==> config.mk <==
export PLATFORM = sky130hd
export DESIGN_NAME = atm_cell_delineation_rx
export DESIGN_NICKNAME = d
export VERILOG_FILES = /design/src/atm_cell_delineation_rx.v
export VERILOG_INCLUDE_DIRS = /design/src
export SDC_FILE = /design/constraint.sdc
export NUM_CORES = 1
export LEC_CHECK = 0
export BUFFER_PORTS_ARGS = -buffer_cell sky130_fd_sc_hd__buf_2
export CORE_MARGIN = 5
export CORE_UTILIZATION = 55
export DETAILED_ROUTE_END_ITERATION = 6
export PLACE_DENSITY = 0.81
export SYNTH_ARGS = -nofsm -noshare
export SYNTH_HDL_FRONTEND = slang
export SYNTH_SLANG_ARGS = --single-unit
==> constraint.sdc <==
create_clock -name i_clk_sys -period 8.09 [get_ports i_clk_sys]
set_input_delay 0.4045 -clock i_clk_sys [delete_from_list [all_inputs] [get_ports i_clk_sys]]
set_output_delay 0.4045 -clock i_clk_sys [all_outputs]
set_load 0.02 [all_outputs]
==> src/atm_cell_delineation_rx_consts.vh <==
// constants for the atm cell delineation receiver
`ifndef ATM_CELL_DELINEATION_RX_CONSTS_VH
`define ATM_CELL_DELINEATION_RX_CONSTS_VH
`define BUF_DEPTH 9
`define LAST_IDX 6'd52
`define HEC_IDX 6'd4
`define PAY_FIRST 6'd5
`define PRESYNC_GOOD 4'd6
`define DET_GOOD 4'd8
`define DET_BAD 3'd7
`define HEC_COSET 8'h55
`define HEC_POLY 8'h07
`define IDLE_HDR 32'h00000001
`define DSCR_LEN 43
`define REG_CTRL 8'h00
`define REG_STATUS 8'h04
`define REG_DISC_CNT 8'h08
`define REG_RECV_CNT 8'h0c
`define CTRL_CORR_RESET 1'b1
`define RESP_OKAY 2'b00
`define RESP_SLVERR 2'b10
`endif

==> src/atm_cell_delineation_rx.v <==
// cell delineation receiver: header check, delineation fsm, idle discard, descrambler, axi4-lite registers
`timescale 1ns/1ps
`include "atm_cell_delineation_rx_consts.vh"
module atm_cell_delineation_rx (
    input wire i_clk_sys,
    input wire i_resetn,
    input wire [7:0] i_data,
    input wire i_data_en,
    output reg [7:0] o_data,
    output reg o_data_valid,
    output reg o_soc,
    output reg o_cell_received,
    output reg o_cell_discard,
    output reg o_delineation_lost_flag,
    input wire [7:0] i_s_axi_awaddr,
    input wire i_s_axi_awvalid,
    output reg o_s_axi_awready,
    input wire [31:0] i_s_axi_wdata,
    input wire [3:0] i_s_axi_wstrb,
    input wire i_s_axi_wvalid,
    output reg o_s_axi_wready,
    output reg [1:0] o_s_axi_bresp,
    output reg o_s_axi_bvalid,
    input wire i_s_axi_bready,
    input wire [7:0] i_s_axi_araddr,
    input wire i_s_axi_arvalid,
    output reg o_s_axi_arready,
    output reg [31:0] o_s_axi_rdata,
    output reg [1:0] o_s_axi_rresp,
    output reg o_s_axi_rvalid,
    input wire i_s_axi_rready
);

localparam [1:0] ST_HUNT = 2'd0;
localparam [1:0] ST_PRESYNC = 2'd1;
localparam [1:0] ST_CORR = 2'd2;
localparam [1:0] ST_DET = 2'd3;

////////////////////////////////////////////////////////////////////////////////
// header check helpers

function [7:0] hec_crc;
    input [31:0] d;
    integer i;
    reg [7:0] c;
    reg fb;
    begin
        c = 8'h00;
        for (i = 31; i >= 0; i = i - 1) begin
            fb = c[7] ^ d[i];
            c = {c[6:0], 1'b0};
            if (fb) begin
                c = c ^ `HEC_POLY;
            end
        end
        hec_crc = c;
    end
endfunction

// syndrome of each single-bit error, searched at elaboration-friendly cost
function [39:0] corr_mask_of;
    input [7:0] syn;
    integer i;
    reg [39:0] e;
    reg [39:0] m;
    begin
        m = 40'h0000000000;
        for (i = 0; i < 40; i = i + 1) begin
            e = 40'h0000000001 << i;
            if (syn == (hec_crc(e[39:8]) ^ e[7:0])) begin
                m = e;
            end
        end
        corr_mask_of = m;
    end
endfunction

////////////////////////////////////////////////////////////////////////////////
// declarations

reg [7:0] buf_r [0:`BUF_DEPTH-1];
reg [5:0] cnt_r;
reg [1:0] state_r;
reg [1:0] state_nxt;
reg [3:0] good_r;
reg [3:0] good_nxt;
reg [2:0] bad_r;
reg [2:0] bad_nxt;
reg cnt_clr;
reg deliver;
reg discard;
reg use_mask;
reg cell_ok_r;
reg [31:0] mask_r;
reg [`DSCR_LEN-1:0] dscr_r;
reg [`DSCR_LEN-1:0] dscr_nxt;
reg [7:0] dsc_byte;
reg [7:0] hdr_mbyte;
reg corr_en_r;
reg [15:0] disc_cnt_r;
reg [15:0] recv_cnt_r;
reg aw_got_r;
reg w_got_r;
reg [7:0] awaddr_r;
reg [31:0] wdata_r;
reg [3:0] wstrb_r;
integer k;
integer m;

wire [39:0] hdr_win = {buf_r[7], buf_r[6], buf_r[5], buf_r[4], buf_r[3]};
wire [7:0] syndrome = hec_crc(hdr_win[39:8]) ^ hdr_win[7:0] ^ `HEC_COSET;
wire header_check_fail = |syndrome;
wire [39:0] corr_mask = corr_mask_of(syndrome);
wire single_err = |corr_mask;
wire hdr_expected = (cnt_r == `LAST_IDX);
// idle test runs on the corrected header, so a one-bit hit on an idle header is still dropped
wire [31:0] hdr_fixed = hdr_win[39:8] ^ (use_mask ? corr_mask[39:8] : 32'h00000000);
wire idle_hit = (hdr_fixed == `IDLE_HDR);
wire is_pay = (cnt_r >= `PAY_FIRST);
wire in_sync = (state_r == ST_CORR) || (state_r == ST_DET);

////////////////////////////////////////////////////////////////////////////////
// delineation state machine

always @* begin
    state_nxt = state_r;
    good_nxt = good_r;
    bad_nxt = bad_r;
    cnt_clr = 1'b0;
    deliver = 1'b0;
    discard = 1'b0;
    use_mask = 1'b0;
    case (state_r)
        ST_HUNT: begin
            // every octet position is tried as a header
            if (!header_check_fail) begin
                state_nxt = ST_PRESYNC;
                // restart the count so the matched header lands on octet 0
                cnt_clr = 1'b1;
                good_nxt = 4'd0;
            end
        end
        ST_PRESYNC: begin
            if (hdr_expected) begin
                if (header_check_fail) begin
                    state_nxt = ST_HUNT;
                end else if (good_r == `PRESYNC_GOOD - 4'd1) begin
                    state_nxt = ST_CORR;
                    good_nxt = 4'd0;
                end else begin
                    good_nxt = good_r + 4'd1;
                end
            end
        end
        ST_CORR: begin
            if (hdr_expected) begin
                if (!header_check_fail) begin
                    deliver = 1'b1;
                end else begin
                    // a corrected header still counts as the first bad one
                    state_nxt = ST_DET;
                    good_nxt = 4'd0;
                    bad_nxt = 3'd1;
                    if (corr_en_r && single_err) begin
                        deliver = 1'b1;
                        use_mask = 1'b1;
                    end else begin
                        discard = 1'b1;
                    end
                end
            end
        end
        ST_DET: begin
            // no correction here: any error means discard
            // a good header breaks the bad run and a bad one the good run
            if (hdr_expected) begin
                if (!header_check_fail) begin
                    deliver = 1'b1;
                    bad_nxt = 3'd0;
                    if (good_r == `DET_GOOD - 4'd1) begin
                        state_nxt = ST_CORR;
                        good_nxt = 4'd0;
                    end else begin
                        good_nxt = good_r + 4'd1;
                    end
                end else begin
                    discard = 1'b1;
                    good_nxt = 4'd0;
                    if (bad_r == `DET_BAD - 3'd1) begin
                        state_nxt = ST_HUNT;
                    end else begin
                        bad_nxt = bad_r + 3'd1;
                    end
                end
            end
        end
        default: begin
            state_nxt = ST_HUNT;
        end
    endcase
end

////////////////////////////////////////////////////////////////////////////////
// output byte shaping

always @* begin
    dscr_nxt = dscr_r;
    // history holds received payload bits only, msb first
    for (m = 7; m >= 0; m = m - 1) begin
        dsc_byte[m] = buf_r[8][m] ^ dscr_nxt[`DSCR_LEN-1];
        dscr_nxt = {dscr_nxt[`DSCR_LEN-2:0], buf_r[8][m]};
    end
    case (cnt_r[1:0])
        2'd0: hdr_mbyte = mask_r[31:24];
        2'd1: hdr_mbyte = mask_r[23:16];
        2'd2: hdr_mbyte = mask_r[15:8];
        default: hdr_mbyte = mask_r[7:0];
    endcase
end

////////////////////////////////////////////////////////////////////////////////
// cell stream, one step per qualified cycle

always @(posedge i_clk_sys or negedge i_resetn) begin
    if (!i_resetn) begin
        for (k = 0; k < `BUF_DEPTH; k = k + 1) begin
            buf_r[k] <= 8'h00;
        end
        cnt_r <= 6'd0;
        state_r <= ST_HUNT;
        good_r <= 4'd0;
        bad_r <= 3'd0;
        cell_ok_r <= 1'b0;
        mask_r <= 32'h00000000;
        dscr_r <= {`DSCR_LEN{1'b0}};
        o_data <= 8'h00;
        o_data_valid <= 1'b0;
        o_soc <= 1'b0;
        o_cell_received <= 1'b0;
        o_cell_discard <= 1'b0;
        o_delineation_lost_flag <= 1'b1;
        disc_cnt_r <= 16'h0000;
        recv_cnt_r <= 16'h0000;
    end else if (i_data_en) begin
        // a low qualifier freezes pipeline, counter and descrambler alike
        buf_r[0] <= i_data;
        for (k = 1; k < `BUF_DEPTH; k = k + 1) begin
            buf_r[k] <= buf_r[k-1];
        end
        if (cnt_clr || hdr_expected) begin
            cnt_r <= 6'd0;
        end else begin
            cnt_r <= cnt_r + 6'd1;
        end
        state_r <= state_nxt;
        good_r <= good_nxt;
        bad_r <= bad_nxt;
        if (hdr_expected || state_r == ST_HUNT) begin
            cell_ok_r <= deliver && !idle_hit;
            // mask holds for the whole cell, only header octets use it
            mask_r <= use_mask ? corr_mask[39:8] : 32'h00000000;
        end
        // descrambler tracks payload even when cells are dropped, so it stays locked
        if (is_pay) begin
            dscr_r <= dscr_nxt;
        end
        o_data <= is_pay ? dsc_byte : (buf_r[8] ^ hdr_mbyte);
        o_data_valid <= cell_ok_r && in_sync && (cnt_r != `HEC_IDX);
        o_soc <= cell_ok_r && in_sync && (cnt_r == 6'd0);
        o_cell_received <= cell_ok_r && in_sync && (cnt_r == `LAST_IDX);
        o_cell_discard <= discard;
        o_delineation_lost_flag <= !((state_nxt == ST_CORR) || (state_nxt == ST_DET));
        if (discard) begin
            disc_cnt_r <= disc_cnt_r + 16'h0001;
        end
        if (cell_ok_r && in_sync && (cnt_r == `LAST_IDX)) begin
            recv_cnt_r <= recv_cnt_r + 16'h0001;
        end
    end else begin
        // pulses last one clock even when the qualifier stays low
        o_data_valid <= 1'b0;
        o_soc <= 1'b0;
        o_cell_received <= 1'b0;
        o_cell_discard <= 1'b0;
    end
end

////////////////////////////////////////////////////////////////////////////////
// axi4-lite write channel, one write in flight

always @(posedge i_clk_sys or negedge i_resetn) begin
    if (!i_resetn) begin
        o_s_axi_awready <= 1'b1;
        o_s_axi_wready <= 1'b1;
        o_s_axi_bvalid <= 1'b0;
        o_s_axi_bresp <= `RESP_OKAY;
        aw_got_r <= 1'b0;
        w_got_r <= 1'b0;
        awaddr_r <= 8'h00;
        wdata_r <= 32'h00000000;
        wstrb_r <= 4'h0;
        corr_en_r <= `CTRL_CORR_RESET;
    end else begin
        if (o_s_axi_awready && i_s_axi_awvalid) begin
            awaddr_r <= i_s_axi_awaddr;
            aw_got_r <= 1'b1;
            o_s_axi_awready <= 1'b0;
        end
        if (o_s_axi_wready && i_s_axi_wvalid) begin
            wdata_r <= i_s_axi_wdata;
            wstrb_r <= i_s_axi_wstrb;
            w_got_r <= 1'b1;
            o_s_axi_wready <= 1'b0;
        end
        if (aw_got_r && w_got_r && !o_s_axi_bvalid) begin
            aw_got_r <= 1'b0;
            w_got_r <= 1'b0;
            o_s_axi_bvalid <= 1'b1;
            case (awaddr_r)
                `REG_CTRL: begin
                    o_s_axi_bresp <= `RESP_OKAY;
                    // only bit 0 is stored, the other control bits read back as zero
                    if (wstrb_r[0]) begin
                        corr_en_r <= wdata_r[0];
                    end
                end
                // read-only registers ignore writes but answer okay
                `REG_STATUS, `REG_DISC_CNT, `REG_RECV_CNT: begin
                    o_s_axi_bresp <= `RESP_OKAY;
                end
                default: begin
                    o_s_axi_bresp <= `RESP_SLVERR;
                end
            endcase
        end
        if (o_s_axi_bvalid && i_s_axi_bready) begin
            o_s_axi_bvalid <= 1'b0;
            o_s_axi_awready <= 1'b1;
            o_s_axi_wready <= 1'b1;
        end
    end
end

////////////////////////////////////////////////////////////////////////////////
// axi4-lite read channel

always @(posedge i_clk_sys or negedge i_resetn) begin
    if (!i_resetn) begin
        o_s_axi_arready <= 1'b1;
        o_s_axi_rvalid <= 1'b0;
        o_s_axi_rdata <= 32'h00000000;
        o_s_axi_rresp <= `RESP_OKAY;
    end else begin
        if (o_s_axi_arready && i_s_axi_arvalid) begin
            o_s_axi_arready <= 1'b0;
            o_s_axi_rvalid <= 1'b1;
            o_s_axi_rresp <= `RESP_OKAY;
            // status and counters are captured at the address handshake
            case (i_s_axi_araddr)
                `REG_CTRL: o_s_axi_rdata <= {31'h0, corr_en_r};
                `REG_STATUS: o_s_axi_rdata <= {29'h0, o_delineation_lost_flag, state_r};
                `REG_DISC_CNT: o_s_axi_rdata <= {16'h0000, disc_cnt_r};
                `REG_RECV_CNT: o_s_axi_rdata <= {16'h0000, recv_cnt_r};
                default: begin
                    o_s_axi_rdata <= 32'h00000000;
                    o_s_axi_rresp <= `RESP_SLVERR;
                end
            endcase
        end
        if (o_s_axi_rvalid && i_s_axi_rready) begin
            o_s_axi_rvalid <= 1'b0;
            o_s_axi_arready <= 1'b1;
        end
    end
end

endmodule // atm_cell_delineation_rx

---- Word level (Yosys, flattened, before mapping) ----
Cells that the tools add are included.
word-level totals
  latch bits .............................. 0
  memories kept ........................... 0
  ROM bits ................................ 0
  input bits .............................. 68
  logic and storage cells ................. 367
  flip-flop bits (word level) ............. 262
  bits in writable memories ............... 0
  output and inout port bits .............. 54
cells by class
  multiply operators ...................... 0
  bitwise logic cells ..................... 74
  mux-type cells .......................... 140
  divide/modulo/power cells ............... 0
  shift operators ......................... 0
  equal/unequal tests ..................... 66
  add/subtract/negate cells ............... 5
  reduce and logical (&&, ||, !) cells .... 43
  magnitude comparators ................... 1
operators with widths
  kind                                                              number
  40-bit two-way mux                                                37
  3-bit two-way mux                                                 38
  8-bit == test, second input constant                              14
  3-bit inverter                                                    31
  8-bit by 7-bit == test with 1-bit output, second input constant   10
  16-bit one-hot mux with 4 select lines                            1
  8-bit by 4-bit == test with 1-bit output, second input constant   7
  8-bit by 6-bit == test with 1-bit output, second input constant   5
  40-bit OR reduction                                               1
  4-bit two-way mux                                                 9
  1-bit XOR                                                         34
  1-bit two-way mux                                                 33
  16-bit by 1-bit adder with 16-bit output, second input constant   2
  32-bit by 1-bit == test with 1-bit output, second input constant  1
  8-bit by 3-bit == test with 1-bit output, second input constant   4
  8-bit by 5-bit == test with 1-bit output, second input constant   4
  32-bit two-way mux                                                1
  32-bit XOR                                                        1
  2-bit two-way mux                                                 13
  8-bit one-hot mux with 3 select lines                             1
  8-bit logical NOT                                                 2
  4-bit one-hot mux with 4 select lines                             1
  8-bit XOR                                                         2
  2-bit nonzero test                                                7
  32 further kinds                                                  70

---- Logic depth before layout (Yosys ltp) ----
  word-level depth ........................ 117
  mapped depth ............................ 17
  mapped depth without buffers ............ 13

---- Worst setup path after synthesis ----
Ideal clock, no wire load.
  path kind ............................... register to register
  start point ............................. register buf_r[12] in the netlist's numbering
  end point ............................... register disc_cnt_r[1]
  buffers on the path ..................... 1
  clock period less this slack ............ 4.009 ns
  stages on the path, launching flop included .. 15
  library setup time ...................... 0.128 ns
  slack ................................... 4.081 ns
  data required time ...................... 7.962 ns
  data arrival time ....................... 3.881 ns
  path through ............................ dfrtp_1 xor2_2 xnor3_2 xor2_1 xor3_1 buf_4 xnor3_1 nor2b_1 o211a_1 o31ai_1 a21oi_1 nor3_4 a21oi_4 nor2_2 mux2_1
between the ends
  longest elaborated chain between the ends .. 74
  elaborated cells between the ends (all ways) .. 159
  classes of those cells .................. 40 x eq/ne; 71 x mux; 44 x bitwise; 4 x reduce/logical
RTL lines
  item                                     line                           text
  from (decl)                              atm_cell_delineation_rx.v:81   reg [7:0] buf_r [0:`BUF_DEPTH-1];
  from (signal, indexed assignment)        atm_cell_delineation_rx.v:248  buf_r[k] <= buf_r[k-1];
  1-bit XOR *                              atm_cell_delineation_rx.v:50   fb = c[7] ^ d[i];
  3-bit two-way mux *                      atm_cell_delineation_rx.v:52   if (fb) begin
  3-bit inverter (no source line)          n/a
  3-bit two-way mux                        atm_cell_delineation_rx.v:52
  3-bit inverter (no source line)          n/a
  3-bit two-way mux                        atm_cell_delineation_rx.v:52
  1-bit XOR                                atm_cell_delineation_rx.v:50
  3-bit two-way mux                        atm_cell_delineation_rx.v:52
  [... 22 more ...]                        n/a
  40-bit two-way mux (37 in series)        atm_cell_delineation_rx.v:70   if (syn == (hec_crc(e[39:8]) ^ e[7:0])) begin
  40-bit OR reduction                      atm_cell_delineation_rx.v:114  wire single_err = |corr_mask;
  1-bit logical AND                        atm_cell_delineation_rx.v:164  if (corr_en_r && single_err) begin
  1-bit two-way mux                        atm_cell_delineation_rx.v:164
  1-bit two-way mux                        atm_cell_delineation_rx.v:157  if (!header_check_fail) begin
  1-bit two-way mux                        atm_cell_delineation_rx.v:156  if (hdr_expected) begin
  1-bit one-hot mux with 2 select lines *  atm_cell_delineation_rx.v:133  case (state_r)
  2-bit AND reduction (no source line) *   n/a
  to (signal assigned)                     atm_cell_delineation_rx.v:274  disc_cnt_r <= disc_cnt_r + 16'h0001;
  to (decl)                                atm_cell_delineation_rx.v:100  reg [15:0] disc_cnt_r;
Mark *: on every way between the ends. The rest lies on a longest branch, timed or not.
A chain may end at the register's enable or synchronous reset.

---- Worst setup path in the final report ----
  start point ............................. register buf_r[10] in the netlist's numbering
  end point ............................... register cell_ok_r
between the ends
  longest elaborated chain between the ends .. 78
  elaborated cells between the ends (all ways) .. 160
  classes of those cells .................. 41 x eq/ne; 73 x mux; 41 x bitwise; 5 x reduce/logical
RTL lines
  item                                                        line                           text
  1-bit XOR                                                   atm_cell_delineation_rx.v:50
  3-bit two-way mux                                           atm_cell_delineation_rx.v:52
  3-bit inverter (no source line)                             n/a
  3-bit two-way mux                                           atm_cell_delineation_rx.v:52
  3-bit inverter (no source line)                             n/a
  3-bit two-way mux                                           atm_cell_delineation_rx.v:52
  1-bit XOR                                                   atm_cell_delineation_rx.v:50
  3-bit two-way mux                                           atm_cell_delineation_rx.v:52
  [... 62 more ...]                                           n/a
  1-bit two-way mux                                           atm_cell_delineation_rx.v:157
  1-bit two-way mux                                           atm_cell_delineation_rx.v:156
  1-bit two-way mux                                           atm_cell_delineation_rx.v:133
  32-bit two-way mux                                          atm_cell_delineation_rx.v:117  wire [31:0] hdr_fixed = hdr_win[39:8] ^ (use_mask ? corr_mask[39:8] : 32'h00000000);
  32-bit XOR                                                  atm_cell_delineation_rx.v:117
  32-bit by 1-bit == test with 1-bit output (no source line)  n/a
  1-bit logical NOT                                           atm_cell_delineation_rx.v:259  cell_ok_r <= deliver && !idle_hit;
  1-bit logical AND *                                         atm_cell_delineation_rx.v:259
  to (signal assigned)                                        atm_cell_delineation_rx.v:259
  to (decl)                                                   atm_cell_delineation_rx.v:93   reg cell_ok_r;
Marks and branches as above.

==> reports/results.ini <==
[clock_network]
cts_tree = yes
root_buffer = clkbuf_16
clockBufferDepth = 3
clkSinkCount = 244
clock_latency_ps = 540
cts_buffers = 26
clkTransAtPathRegs_ps = 60
cts_resized = 0
htreeDepth = 1

[floorplan]
fp.dieArea_um2 = 28000
die_w_um = 167
initial_core_util = 0.560
io_pins = 122
rows = 57
core_area_um2 = 24300
die_y_um = 167

[detailed_routing]
ant_nets = 0
vias = 9613
drt_iter0_drc = 852
drt_wl_total_mm = 32.3
avgViaCountPerCell = 6.03
wl_per_cell_um = 20.3
drt_pass1_iterations = 5
drc = 0

[setup_path]
required_ps = 8490
path_class = reg2reg
reg2regPathDepth = 13
crit_cells = 13
path_buf_inv = 0
crit_family = XOR/XNOR gates
worst-path-max-fanout = 12
crit_chain = xnor3_1 > xnor2_1 > xor2_1 > xor3_1 > nor3_1 > o22ai_2 > a211oi_2 > nor2_1 > a211o_1 > o31ai_1 > o2111ai_1 > nor4_1 > a22oi_1
max_stage_delay_ps = 700
arrival_ps = 5970
critPathCaptureType = flip-flop
cp_slowest_cell = a211oi_2
start_kind = flip-flop

[synth]
synth_ff_type = dfrtp_1
synth-warning-count = 0
synth_edf_count = 0
synth_cells = 1210
synthArstFlopShare = 1.00
ys_types = 89
synth_area_leaders = dfrtp_1, mux2_2, xnor2_1, xnor3_1, nand2_1
netlist_area_um2 = 13600
ys_ff_latch = 244
syn_area_per_cell_um2 = 11.2
yosys.area.top_type = dfrtp_1
synth_top_area_share = 0.439
yosysSeqAreaShare = 0.449

[cells_and_area]
final_nets = 1328
final_core_util = 0.613
n_antenna_cell = 0
area_growth_pct = 9.48
layout-drive-gt1-share = 0.249

[flow_run]
maxCapViolations = 0

[global_route]
grt_start_max_net_pins = 89
grt-ovfl-total = 0
grt_antenna_before_repair = 0
grt_pass1_vias = 9376
grt_pass1_wl_mm = 52.2
grt_util_all_layers = 0.228

[sta]
layout_min_cycle_time_ps = 5570
finalCritPeriodShare = 0.688
setup-violations-final = 0
hold_viol = 0
finClkSkew_ps = 8.78
finalSetupTns_ps = 0
rsz0062_at_grt = false
slew_headroom = 0.335
slew_viol_final = 0
max_slew.worst_pin.slew_ps = 997
fmax_mhz = 180

[placed_design]
port_buffers = 69
dpl.hpwl_mm = 22.9
gp_congestion = 0.946

[hold_path]
hold_class = in2reg
hold_depth = 2

[outcome]
status = finished, final reports clean

-- area by class of cell --
class / count / area, µm²
fill: 1962 / 9420
multi-input combinational: 886 / 7100
sequential: 244 / 6110
clock buffer: 36 / 708
timing repair buffer: 78 / 428
tap: 324 / 405
clock inverter: 11 / 93.8
inverter: 14 / 52.6
-- layout by cell type (no fill, tap or decap), types with 6 or more instances in the layout --
cell type / count
a222oi_1: 9
o41ai_1: 9
inv_1: 14
o21ai_1: 8
mux2i_1: 30
a21oi_1: 22
conb_1: 18
and3_1: 18
nand4_1: 18
nor2b_1: 9
and2_1: 6
a211oi_1: 6
dfrtp_1: 239
clkinv_2: 8
xnor3_1: 22
nand2b_1: 7
clkbuf_16: 26
nor2_1: 42
buf_4: 9
xnor2_1: 64
clkbuf_1: 8
a22o_1: 10
o21ai_0: 62
mux2_2: 141
xor2_1: 36
o31ai_1: 17
buf_2: 67
xnor2_2: 8
ha_1: 10
nor4_1: 10
nand3_1: 40
nor3_1: 11
or3_1: 6
nor3_2: 11
nand2_1: 131
-- cells by family after synthesis --
family,Yosys count,synth area share
XOR/XNOR,144,0.134
multiplexers,173,0.141
buffers and inverters,97,0.0353
other,1,0.000276
AND/OR/NAND/NOR,333,0.123
flip-flops,244,0.449
adder cells (fa/ha/maj),10,0.00919
AO/OA/AOI/OAI,208,0.108
-- per-stage QoR --
step	hold WS, ps	cell area, µm²	std cells	worst slack [ps]
6_report	49.9	14900	1593	2520
5_1_grt	42.5	14900	1593	2280
4_1_cts	28.0	14900	1593	2610
3_5_place_dp	446	14100	1545	2610
3_3_place_gp	451	14100	1545	2670
2_1_floorplan	109	13700	1227	4080
-- timing repair --
item	4_1_cts	5_1_grt
hold endpoints to repair	81	0
hold buffers	1	0
setup buffers	0	0
-- cells in the mapped netlist (10+ instances only) --
library cell,count
nor2_1,42
xnor3_1,22
and3_1,18
a22o_1,10
dfrtp_1,239
inv_1,14
xnor2_1,64
nor3_2,11
nor4_1,10
o31ai_1,18
clkbuf_1,45
a21oi_1,22
nand4_1,18
ha_1,10
xor2_1,36
nor3_1,11
buf_2,12
o21ai_0,62
mux2_2,141
mux2i_1,30
buf_4,23
nand2_1,131
nand3_1,40
-- worst register-to-register path, cell delays in order, from the launching register on --
cell       delay [ps]
dfrtp_1           610
xnor3_1           510
xnor2_1           490
xor2_1            350
xor3_1            560
nor3_1            480
o22ai_2           280
a211oi_2          700
nor2_1            330
a211o_1           370
o31ai_1            70
o2111ai_1         190
nor4_1            380
a22oi_1           130
-- worst paths after layout --
kind                                                end                       start  slack [ps]
hold / removal               o_s_axi_wready$_DFFE_PN1P_              i_s_axi_wvalid          50
hold reg to reg              disc_cnt_r[15]$_DFFE_PN0P_  disc_cnt_r[15]$_DFFE_PN0P_         480
setup / recovery                  cell_ok_r$_DFFE_PN0P_       buf_r[10]$_DFFE_PN0P_        2520
min in group asynchronous  o_s_axi_rdata[8]$_DFFE_PN0P_                    i_resetn         440
setup reg to reg                  cell_ok_r$_DFFE_PN0P_       buf_r[10]$_DFFE_PN0P_        2520
max in group asynchronous         buf_r[33]$_DFFE_PN0P_                    i_resetn        6190
-- sequential cells by signal, summed over array words and instances, names as in the netlist, 2 cells and up --
| signal | cells |
|---|---|
| buf_r | 72 |
| good_r | 4 |
| disc_cnt_r | 16 |
| mask_r | 32 |
| state_r | 2 |
| o_s_axi_rdata | 16 |
| recv_cnt_r | 16 |
| dscr_r | 43 |
| cnt_r | 6 |
| bad_r | 3 |
| o_data | 8 |
| awaddr_r | 8 |
-- per-layer routing --
layer | global-route usage | share of wire | vias up
met5 | 0 | 0 | -
met4 | 0.0603 | 0.028 | 0
met3 | 0.0344 | 0.055 | 62
met2 | 0.364 | 0.47 | 291
met1 | 0.329 | 0.44 | 4849
li1 | - | - | 4411
Power is left out: the tool's default activity adds up to more than one toggle a clock period on the data nets, which glitch-free logic cannot reach.
